File: config.mk
export PLATFORM = sky130hd
export DESIGN_NAME = pmw_top
export DESIGN_NICKNAME = d
export VERILOG_FILES = /design/src/rtl/pmw_top.v
export VERILOG_INCLUDE_DIRS = /design/src /design/src/rtl
export SDC_FILE = /design/constraint.sdc
export NUM_CORES = 1
export LEC_CHECK = 0
export ABC_AREA = 1
export BUFFER_PORTS_ARGS = -buffer_cell sky130_fd_sc_hd__buf_2
export CELL_PAD_IN_SITES_DETAIL_PLACEMENT = 1
export CELL_PAD_IN_SITES_GLOBAL_PLACEMENT = 2
export CORE_MARGIN = 1
export CORE_UTILIZATION = 25
export CTS_BUF_LIST = sky130_fd_sc_hd__clkbuf_16
export CTS_CLUSTER_DIAMETER = 60
export DETAILED_ROUTE_END_ITERATION = 10
export HOLD_SLACK_MARGIN = 0.06
export PLACE_DENSITY = 0.85
export SLEW_MARGIN = 25
export SYNTH_ARGS = -nofsm -noshare
export SYNTH_HDL_FRONTEND = slang
export SYNTH_SLANG_ARGS = --single-unit
File: constraint.sdc
create_clock -name clock -period 1.45 [get_ports clock]
set_input_delay 0.29 -clock clock [delete_from_list [all_inputs] [get_ports clock]]
set_output_delay 0.29 -clock clock [all_outputs]
set_load 0.005 [all_outputs]
File: src/rtl/pmw_defines.vh
// Purpose: Constants for the power mode and wakeup control block
// Assumes: Byte-wide power control register at the printed address
// Notes:   Included by pmw_top.v only
`ifndef PMW_DEFINES_VH
`define PMW_DEFINES_VH
`define PMW_ADDR_POWER_CONTROL_REG      8'h87
`define PMW_BIT_BAUD2      7
`define PMW_BIT_SER7       6
`define PMW_BIT_BOF        5
`define PMW_BIT_POF        4
`define PMW_BIT_GF1        3
`define PMW_BIT_GF0        2
`define PMW_BIT_PD         1
`define PMW_BIT_IDL        0
`define PMW_RST_POWERON    8'h30
`define PMW_RST_BROWNOUT   8'h20
`define PMW_RST_OTHER      8'h00
`define PMW_FLAG_KEEP_MASK 8'h30
`define PMW_XTAL_WAIT      11'h400
`define PMW_RC_WAIT        11'h100
`define PMW_WAIT_W         11
`define PMW_SYNC_W         9
`define PMW_SYNC_RST       9'h000
`define PMW_SRC_EXT0       0
`define PMW_SRC_EXT1       1
`define PMW_SRC_KBD        2
`define PMW_SRC_CMP1       3
`define PMW_SRC_CMP2       4
`define PMW_SRC_WDT        5
`define PMW_SRC_BO         6
`define PMW_SRC_RST        7
`define PMW_SRC_ADC        8
`endif

File: src/rtl/pmw_top.v
// Purpose: Power control register, idle/power-down modes and wakeup logic
// Assumes: Event inputs are asynchronous to clock; every power-down wake source passes two flops, the idle wake any_irq does not
// Notes:   Oscillator gating shown by osc_run; restart counts CPU clocks
`timescale 1ns/1ps
`include "pmw_defines.vh"
module pmw_top
(
  // Clock and reset
  input  wire       clock,
  input  wire       reset,
  // Reset cause, sampled while reset is high
  input  wire       por_cause,
  input  wire       bor_cause,
  // Register port
  input  wire [7:0] addr,
  input  wire [7:0] wdata,
  input  wire       wr,
  input  wire       rd,
  output reg  [7:0] rdata,
  // Configuration
  input  wire       watchdog_enable_cfg,
  input  wire       brownout_disable,
  input  wire       brownout_irq_select,
  input  wire       adc_rc_clock_select,
  input  wire       ext_reset_enable,
  input  wire       crystal_mode,
  // Interrupt enables and feature set-up
  input  wire [1:0] ext_irq_en,
  input  wire       kbd_ready,
  input  wire       kbd_irq_en,
  input  wire [1:0] cmp_ready,
  input  wire [1:0] cmp_irq_en,
  input  wire       wdt_irq_en,
  input  wire       bo_irq_en,
  input  wire       adc_ready,
  input  wire       adc_irq_en,
  input  wire       irq_pri_ok,
  input  wire       any_irq,
  // Wake events (pins and RC-clocked units)
  input  wire [1:0] ext_irq_pin,
  input  wire       kbd_irq_pin,
  input  wire [1:0] cmp_event,
  input  wire       wdt_overflow,
  input  wire       brownout_event,
  input  wire       ext_reset_pin,
  input  wire       adc_done,
  // Serial bit 7 steering
  input  wire       serial_bit7_wr,
  input  wire       serial_bit7_wdata,
  input  wire       framing_error_flag,
  output reg        serial_mode_bit0,
  output wire       serial_bit7_read,
  // Mode outputs
  output wire       osc_run,
  output wire       cpu_hold,
  output wire       idle_mode,
  output wire       power_down_mode,
  output wire       analog_run,
  output reg        wake_reset,
  output wire       baud_double
);
  localparam ST_RUN  = 3'b001;
  localparam ST_PD   = 3'b010;
  localparam ST_WAIT = 3'b100;

  reg  [7:0]               power_control_reg;
  reg  [7:0]               power_control_next;
  reg  [2:0]               state_reg;
  reg  [2:0]               state_next;
  reg  [`PMW_WAIT_W-1:0]   wait_reg;
  reg  [`PMW_WAIT_W-1:0]   wait_next;
  reg  [`PMW_SYNC_W-1:0]   sync1_reg;
  reg  [`PMW_SYNC_W-1:0]   sync2_reg;
  wire [`PMW_SYNC_W-1:0]   pin_raw;
  wire [1:0]               ext_wake;
  wire [1:0]               cmp_wake;
  wire                     kbd_wake;
  wire                     wdt_irq_wake;
  wire                     bo_irq_wake;
  wire                     adc_wake;
  wire                     wdt_rst_wake;
  wire                     bo_rst_wake;
  wire                     pin_rst_wake;
  wire                     bo_seen;
  wire                     power_control_reg_sel;
  wire                     pd_done;
  wire                     idle_active;
  genvar                   ch;
  wire                     power_control_reg_wr;
  wire                     irq_wake;
  wire                     rst_wake;
  wire                     idle_end;
  wire [`PMW_WAIT_W-1:0]   wait_len;

  // ************************************************
  // Pin synchronisers
  // ************************************************
  // One bit per wake source, each pin kept apart so its own enable applies
  assign pin_raw[`PMW_SRC_EXT0] = ext_irq_pin[0];
  assign pin_raw[`PMW_SRC_EXT1] = ext_irq_pin[1];
  assign pin_raw[`PMW_SRC_KBD]  = kbd_irq_pin;
  assign pin_raw[`PMW_SRC_CMP1] = cmp_event[0];
  assign pin_raw[`PMW_SRC_CMP2] = cmp_event[1];
  assign pin_raw[`PMW_SRC_WDT]  = wdt_overflow;
  assign pin_raw[`PMW_SRC_BO]   = brownout_event;
  assign pin_raw[`PMW_SRC_RST]  = ext_reset_pin;
  assign pin_raw[`PMW_SRC_ADC]  = adc_done;

  // Two flops per asynchronous wake source
  always @(posedge clock)
  begin
    if (reset)
    begin
      sync1_reg <= `PMW_SYNC_RST;
      sync2_reg <= `PMW_SYNC_RST;
    end
    else
    begin
      sync1_reg <= pin_raw;
      sync2_reg <= sync1_reg;
    end
  end

  // ************************************************
  // Wake qualification
  // ************************************************
  // External interrupts, each gated by its own enable
  generate
    for (ch = 0; ch < 2; ch = ch + 1)
    begin : g_ext
      assign ext_wake[ch] = sync2_reg[`PMW_SRC_EXT0 + ch] & ext_irq_en[ch];
    end
  endgenerate

  // Comparators, each needing set-up and its own enable
  generate
    for (ch = 0; ch < 2; ch = ch + 1)
    begin : g_cmp
      assign cmp_wake[ch] = sync2_reg[`PMW_SRC_CMP1 + ch] & cmp_ready[ch] & cmp_irq_en[ch];
    end
  endgenerate

  // Keyboard interrupt, set up and enabled
  assign kbd_wake = sync2_reg[`PMW_SRC_KBD] & kbd_ready & kbd_irq_en;

  // Watchdog as interrupt only when not in reset role
  assign wdt_irq_wake = sync2_reg[`PMW_SRC_WDT] & ~watchdog_enable_cfg & wdt_irq_en;

  // Brownout as interrupt when selected and enabled
  assign bo_irq_wake = sync2_reg[`PMW_SRC_BO] & ~brownout_disable & brownout_irq_select & bo_irq_en;

  // Converter only while it runs from its own RC clock
  assign adc_wake = sync2_reg[`PMW_SRC_ADC] & adc_rc_clock_select & adc_ready & adc_irq_en;

  // Watchdog overflow resets when the watchdog is enabled
  assign wdt_rst_wake = sync2_reg[`PMW_SRC_WDT] & watchdog_enable_cfg;

  // Brownout resets when detection is on and interrupt not chosen
  assign bo_rst_wake = sync2_reg[`PMW_SRC_BO] & ~brownout_disable & ~brownout_irq_select;

  // External reset input only when enabled
  assign pin_rst_wake = sync2_reg[`PMW_SRC_RST] & ext_reset_enable;

  // Any brownout seen while detection is on
  assign bo_seen = sync2_reg[`PMW_SRC_BO] & ~brownout_disable;

  // Interrupt wakes, all behind the priority check
  assign irq_wake = irq_pri_ok &
                    ((|ext_wake) | kbd_wake | (|cmp_wake) |
                     wdt_irq_wake | bo_irq_wake | adc_wake);

  // Reset-type wakes
  assign rst_wake = wdt_rst_wake | bo_rst_wake | pin_rst_wake;

  // Idle ends on any enabled interrupt or a reset wake
  assign idle_end = (any_irq & irq_pri_ok) | rst_wake;

  // Restart wait length by oscillator type
  assign wait_len = crystal_mode ? `PMW_XTAL_WAIT : `PMW_RC_WAIT;

  // ************************************************
  // Power-down sequencer
  // ************************************************
  // Next state and restart counter
  always @*
  begin
    state_next = state_reg;
    wait_next  = wait_reg;
    case (state_reg)
      ST_RUN:
      begin
        if (power_control_reg[`PMW_BIT_PD])
          state_next = ST_PD;
      end
      ST_PD:
      begin
        if (irq_wake | rst_wake)
        begin
          state_next = ST_WAIT;
          wait_next  = wait_len - 1'b1;
        end
      end
      ST_WAIT:
      begin
        if (wait_reg == {`PMW_WAIT_W{1'b0}})
          state_next = ST_RUN;
        else
          wait_next = wait_reg - 1'b1;
      end
      default:
      begin
        state_next = ST_RUN;
        wait_next  = {`PMW_WAIT_W{1'b0}};
      end
    endcase
  end

  // Sequencer state registers
  always @(posedge clock)
  begin
    if (reset)
    begin
      state_reg <= ST_RUN;
      wait_reg  <= {`PMW_WAIT_W{1'b0}};
    end
    else
    begin
      state_reg <= state_next;
      wait_reg  <= wait_next;
    end
  end

  // ************************************************
  // Power control register
  // ************************************************
  // Address decode shared by write and read
  assign power_control_reg_sel = (addr == `PMW_ADDR_POWER_CONTROL_REG);
  assign power_control_reg_wr  = wr & power_control_reg_sel;

  // Restart count over, power-down ends this edge
  assign pd_done = (state_reg == ST_WAIT) & (state_next == ST_RUN);

  // Idle only counts while power-down is not requested
  assign idle_active = power_control_reg[`PMW_BIT_IDL] & ~power_control_reg[`PMW_BIT_PD];

  // Software writes, flag sets and mode clears
  always @*
  begin
    power_control_next = power_control_reg;
    if (power_control_reg_wr)
    begin
      power_control_next = (wdata & ~`PMW_FLAG_KEEP_MASK)
                         | (wdata & power_control_reg & `PMW_FLAG_KEEP_MASK);
    end
    // Hardware set last so it wins over a clearing write
    if (bo_seen)
      power_control_next[`PMW_BIT_BOF] = 1'b1;
    if (pd_done)
      power_control_next[`PMW_BIT_PD] = 1'b0;
    if (idle_active & idle_end)
      power_control_next[`PMW_BIT_IDL] = 1'b0;
  end

  // Reset value follows the reset cause
  always @(posedge clock)
  begin
    if (reset)
    begin
      if (por_cause)
        power_control_reg <= `PMW_RST_POWERON;
      else if (bor_cause)
        power_control_reg <= `PMW_RST_BROWNOUT;
      else
        power_control_reg <= `PMW_RST_OTHER;
    end
    else
      power_control_reg <= power_control_next;
  end

  // Wake by reset request pulse
  always @(posedge clock)
  begin
    if (reset)
      wake_reset <= 1'b0;
    else
      wake_reset <= (state_reg == ST_PD) & rst_wake;
  end

  // ************************************************
  // Register read and serial bit 7
  // ************************************************
  // Read data one cycle after strobe
  always @(posedge clock)
  begin
    if (reset)
      rdata <= 8'h00;
    else if (rd & power_control_reg_sel)
      rdata <= power_control_reg;
    else
      rdata <= 8'h00;
  end

  // Serial mode bit written only in mode-bit function
  always @(posedge clock)
  begin
    if (reset)
      serial_mode_bit0 <= 1'b0;
    else if (serial_bit7_wr & ~power_control_reg[`PMW_BIT_SER7])
      serial_mode_bit0 <= serial_bit7_wdata;
  end

  assign serial_bit7_read = power_control_reg[`PMW_BIT_SER7] ?
                            framing_error_flag : serial_mode_bit0;

  // ************************************************
  // Mode outputs
  // ************************************************
  // Power-down state and oscillator gating
  assign power_down_mode = (state_reg == ST_PD);
  assign osc_run         = ~power_down_mode;

  // Watchdog, comparators and converter never stop
  assign analog_run      = 1'b1;

  // CPU held from the power-down write until the restart count ends
  assign cpu_hold        = power_down_mode | (state_reg == ST_WAIT) |
                           (state_reg == ST_RUN & power_control_reg[`PMW_BIT_PD]);

  // Idle flag masked by the power-down bit, baud doubling straight from the register
  assign idle_mode       = idle_active;
  assign baud_double     = power_control_reg[`PMW_BIT_BAUD2];
endmodule

==> impl_metrics.yaml, run 1 <==
logic_synthesis:
  syn_area_um2: 2370
  yosysUniqueCellTypes: 37
  synth_edf_count: 8
  ys_seq_area_frac: 0.4562
  ys_async_sr_fraction: 0
  yosys.area.top_type: "dfxtp_1"
  ys.warnings.count: 0
  synth_area_leaders: "dfxtp_1 35%, nor2_1 12%, nand2_1 11%, edfxtp_1 10%, inv_1 8.7%"
  ys_seq_elements: 50
  yosysTopAreaCellShare: 0.3548
  synth.most_common_cell: "nor2_1"
  synth_nets: 389
  syn_area_per_cell_um2: 7.095
  synth_ff_type: "dfxtp_1"
  syn_inst: 334
  synth.top_cells.by_count: "75 x nor2_1, 69 x nand2_1, 55 x inv_1, 42 x dfxtp_1, 25 x nand3_1"
drt:
  drc: 0
  vias: 2437
  viasPerCell: 4.329
  ant_nets: 0
  totalWireLength_mm: 7.751
  routedWlPerCell_um: 13.77
  drtIter0Drc: 88
  first_pass_iters: 4
timing:
  finalCriticalPeriod_ps: 1704
  fin_ws_ps: -253.7
  setup_viol: 12
  setup_tns_ps: -1124
  fin_skew_ps: 5.151
  max_freq_ghz: 0.5870
  drv_slew: 0
  hold_viol_final: 0
  fin_crit_sh: 1.175
  worst_hold_slack_ps: 194.7
  grt_setup_unrepaired: "yes"
die:
  die_h_um: 99.36
  row_count: 35
  initial_core_util: 0.2577
  die_area_um2: 9872
  die_w_um: 99.36
  core-area_um2: 9196
  io-pin-count: 71
clock_tree:
  cts_buffer_depth: 2
  clkSinkCount: 50
  insertion_delay_ps: 300
  path_clk_slew_ps: 70
  cts_hold_buf: 0
  cts_tree: "yes"
  root_buffer: "clkbuf_16"
  cts_made_buffers: 5
  cts_htree_levels: 2
grt:
  antenna_found_initial: 0
  track_usage: 0.1519
  first_global_vias: 2588
  grt_first_pass_wirelength_mm: 11.72
  overflow: 0
  grt_start_max_net_pins: 30
layout:
  syn_to_final_growth_pct: 52.80
  drive_gt1_frac: 0.4093
  utilization: 0.3937
  largest_register_ffs: 11
  antennaDiodeCount: 0
  instances_no_fill: 563
  nNetsFinal: 506
worst_setup_path:
  slowest_delay_ps: 360
  cp_slowest_cell: "dfxtp_4"
  worstPathCellList: "buf_6, nor3_4, inv_2, nor2_1, inv_1, nand2_2, buf_6"
  crit_arrival_ps: 1410
  cp_common_cell: "buf_6"
  path_delay_family: "simple AND/OR/NAND/NOR gates"
  crit_buf_inv: 4
  path_class: "flop to primary output"
  crit_required_ps: 1160
  critPathMaxFanout: 2
  end_kind: "primary output"
  startpoint_type: "flop"
placed_design:
  place_congestion: 0.8586
  place_inst: 541
  portBuffers: 69
  dp_hpwl_mm: 5.456
status:
  status: "finished with violations"
  violations: "setup timing"
pwr:
  p_leak_uw: 0.001881
  p_per_area_nw_per_um2: 1027
  totalPowerFinal_uw: 3718
  ir_worst_vdd_mv: 0.4575
job:
  max-cap-violations: 0
min_path:
  holdCritPathClass: "input pin to flop"
-- stage by stage --
| step | instance area [µm²] | setup WS (ps) |
|---|---|---|
| final | 3621 | -253.7 |
| after global routing | 3621 | -306.3 |
| after CTS | 3358 | -221.3 |
| after detailed placement | 3077 | -74.75 |
| after global placement | 3077 | -44.19 |
| after floorplan | 2381 | 10.93 |
-- worst register-to-register path: cells and delay by family, from the launching register on --
family	cells	cell delay, ps
AOI/OAI and AO/OA	2	360
and+or+nand+nor	4	390
DFF	1	340
buffers and inverters	3	440
-- cell usage in the layout (no fill, tap or decap), types with 3 or more instances in the layout --
cell       count
clkbuf_16      5
nand2_2        7
nand3_2        6
inv_2          9
nor3_4         3
nor2_1        70
nor2_2         4
nor2_4         3
a21oi_1        7
o21ai_1        4
dfxtp_1       37
nand3_4        5
edfxtp_1       8
inv_6          3
nand2_4        5
inv_1         49
nand3_1       18
dfxtp_2        3
buf_4         35
nand4_1        3
nand2_1       60
buf_6         16
buf_2         66
-- path summary, 6_finish.rpt --
path / cells after the start / slack (ps) / start / endpoint
setup / recovery: 7 / -250 / state_reg[1] / cpu_hold
hold / removal: 3 / 190 / brownout_event / sync1_reg[6]
setup reg to reg: 9 / -160 / state_reg[0] / wait_reg[4]
hold reg to reg: 2 / 400 / sync1_reg[2] / sync2_reg[2]
-- area by class of cell --
cell class	instances	area, µm²
clock buffer	5	125.1
clock inverter	3	47.55
fill	1142	5575
inverter	64	262.8
multi-input combinational	213	1181
sequential	50	1092
tap	111	138.9
timing repair buffer	117	773.2
-- routing by layer --
layer | vias to the layer above | wire length [µm] | GRT usage
met5 | - | 0 | 0
met4 | 0 | 76 | 0.04977
met3 | 5 | 223 | 0.02811
met2 | 36 | 4217 | 0.2869
met1 | 1152 | 3234 | 0.1708
li1 | 1244 | - | -
-- kinds of logic after synthesis --
logic type,count (synthesis),synth area share
XOR/XNOR,1,0.003697
adder cells (fa/ha/maj),1,0.005279
buffers and inverters,71,0.1199
other,1,0.001582
AO/OA/AOI/OAI,18,0.04488
AND/OR/NAND/NOR,192,0.3685
flip-flops,50,0.4562
-- power by group --
group          leakage [µW]  total, µW  switching [µW]  internal (µW)
sequential         0.000425       1570            68.6           1500
combinational       0.00137        769             406            363
clock             0.0000844       1380             557            824
total               0.00188       3720            1030           2690
-- what timing repair did --
action                                  CTS  global route
resized for setup                        15            63
endpoints found under the setup margin   15            15
setup buffers                             8             7
pin swaps                                 8            35
cloned                                    0             0
endpoints found under the hold margin     0             0
Note: power is estimated with default switching activity, not from simulation.
==> run 2, diff against run 1 <==
Settings changed: CORE_MARGIN 1 to 5, CTS_BUF_LIST sky130_fd_sc_hd__clkbuf_16 to sky130_fd_sc_hd__clkbuf_2.
==> impl_metrics.yaml, run 2 (synthesis gave the netlist of run 1 again) <==
status:
  status: "finished with violations"
  violations: "setup timing"
pwr:
  pwr-share-comb: 0.274
  pwr-share-seq: 0.524
  p_leak_uw: 0.001893
  p_clk_frac: 0.202
  p_int_uw: 2036
  ir_worst_vdd_mv: 0.3153
  p_per_area_nw_per_um2: 821.7
  p_switching_uw: 953.1
  switching_share: 0.3189
die:
  io-pin-count: 71
  die_w_um: 107.4
  row_count: 35
  die_h_um: 107.4
  die_area_um2: 11530
  initial_core_util: 0.2565
  core-area_um2: 9240
worst_setup_path:
  critPathMaxFanout: 3
  path_class: "flop to primary output"
  end_kind: "primary output"
  crit_required_ps: 1160
  r2r-start: "state_reg[1]"
  cp_slowest_cell: "dfxtp_4"
  cp_common_cell: "inv_2"
  slowest_delay_ps: 430
  r2r_slack_ps: -210
  ff2ff_path_depth: 12
  r2r_end: "wait_reg[4]"
  startpoint_type: "flop"
  worstPathCellList: "buf_6, nor3_4, inv_2, nor2_2, inv_2, nand2_2, buf_2"
  crit_arrival_ps: 1600
clock_tree:
  root_buffer: "clkbuf_2"
  cts_buffer_depth: 2
  insertion_delay_ps: 460
  cts_htree_levels: 2
  cts_made_buffers: 5
  clkSinkCount: 50
  cts_tree: "yes"
  path_clk_slew_ps: 280
drt:
  viasPerCell: 4.172
  drc: 0
  vias: 2478
  ant_nets: 0
  routedWlPerCell_um: 12.61
  totalWireLength_mm: 7.488
  drtIter0Drc: 91
  first_pass_iters: 4
timing:
  fin_skew_ps: 25.58
  max_freq_ghz: 0.5292
  grt_setup_unrepaired: "yes"
  drv_slew: 0
  worst_hold_slack_ps: 132.0
  fin_ws_ps: -439.5
  setup_tns_ps: -2956
  finalCriticalPeriod_ps: 1889
  setup_viol: 19
  fin_crit_sh: 1.303
  hold_viol_final: 0
grt:
  track_usage: 0.1283
  overflow: 0
  first_global_vias: 2620
  antenna_found_initial: 1
  grt_start_max_net_pins: 30
  grt_first_pass_wirelength_mm: 11.98
layout:
  largest_register_ffs: 11
  nNetsFinal: 518
  final_common_cell: "nor2_1"
  utilization: 0.3936
  syn_to_final_growth_pct: 53.48
  mostFrequentLayoutCells: "71 x nor2_1, 67 x buf_2, 57 x nand2_1, 46 x inv_1, 39 x buf_4"
  drive_gt1_frac: 0.4138
  regArea_um2: 1097
  multiInputGateArea_um2: 1179
  nFillCells: 1185
  stdcell_area_um2: 3637
placed_design:
  postPlaceCellArea_um2: 3059
  pre_cts_ws_ps: -123.8
  place_congestion: 0.8022
  dp_hpwl_mm: 5.436
  portBuffers: 69
min_path:
  holdCritPathClass: "input pin to flop"
  hold_depth: 3
  hold_path_end: "power_control_reg[4]"
  hold_start: "por_cause"
job:
  max-cap-violations: 0
[run 2: cell count changes in the layout (fill, tap and decap cells not counted), sizes merged]
cell / change
diode: +1
bufinv: -1
inv: -2
buf: +1
dlygate4sd3: +11
clkinv: +3
[run 2: metal layers]
layer	wire, µm	share of wire	track usage	vias up
met4	134	0.018	0.04599	0
met5	0	0	0	-
li1	-	-	-	1276
met2	3944	0.53	0.2386	44
met1	3105	0.41	0.1460	1147
met3	303	0.040	0.02220	11
[run 2: area by class of cell]
type | count | area share
antenna | 1 | 0.0006880
clock buffer | 5 | 0.006880
clock inverter | 3 | 0.005848
inverter | 64 | 0.07155
multi-input combinational | 213 | 0.3240
sequential | 50 | 0.3017
tap | 129 | 0.04438
timing repair buffer | 129 | 0.2449
[run 2: how the worst max path moves through the flow]
| stage | startpoint | to | slack, ps | cells after the start |
|---|---|---|---|---|
| after floorplan | state_reg[1] | wait_reg[8] | 10 | 13 |
| after CTS | state_reg[2] | cpu_hold | -480 | 7 |
| after global routing | state_reg[2] | cpu_hold | -540 | 7 |
| after detailed placement | wait_reg[9] | wait_reg[5] | -120 | 10 |
| after global placement | wait_reg[9] | wait_reg[4] | -60 | 10 |
| final | state_reg[2] | cpu_hold | -440 | 7 |
[run 2: what timing repair did]
action                                 CTS  global route
setup endpoints to repair               18            19
setup buffers                           12            11
hold buffers                             9             2
endpoints found under the hold margin    9             1
pin swaps                               17            23
resized for setup                       45            36
[run 2: critical path: cells and delay by family (launching register included)]
kind	cells	cell delay, ps
and+or+nand+nor	3	360
buffers and inverters	4	350
DFF	1	430
[run 2: power groups by stage]
| stage | Combinational (µW) | Sequential (µW) | Clock (µW) |
|---|---|---|---|
| finish | 819 | 1570 | 604 |
| global placement | 561 | 1580 | 0 |
| CTS | 749 | 1570 | 633 |
| detailed placement | 583 | 1580 | 0 |
| floorplan | 315 | 1570 | 0 |
| global route | 906 | 1580 | 678 |
[run 2: stage by stage]
stage / std cells / power (µW)
final: 594 / 2989
after global routing: 594 / 3164
after CTS: 581 / 2948
after detailed placement: 552 / 2165
after global placement: 552 / 2140
after floorplan: 334 / 1885
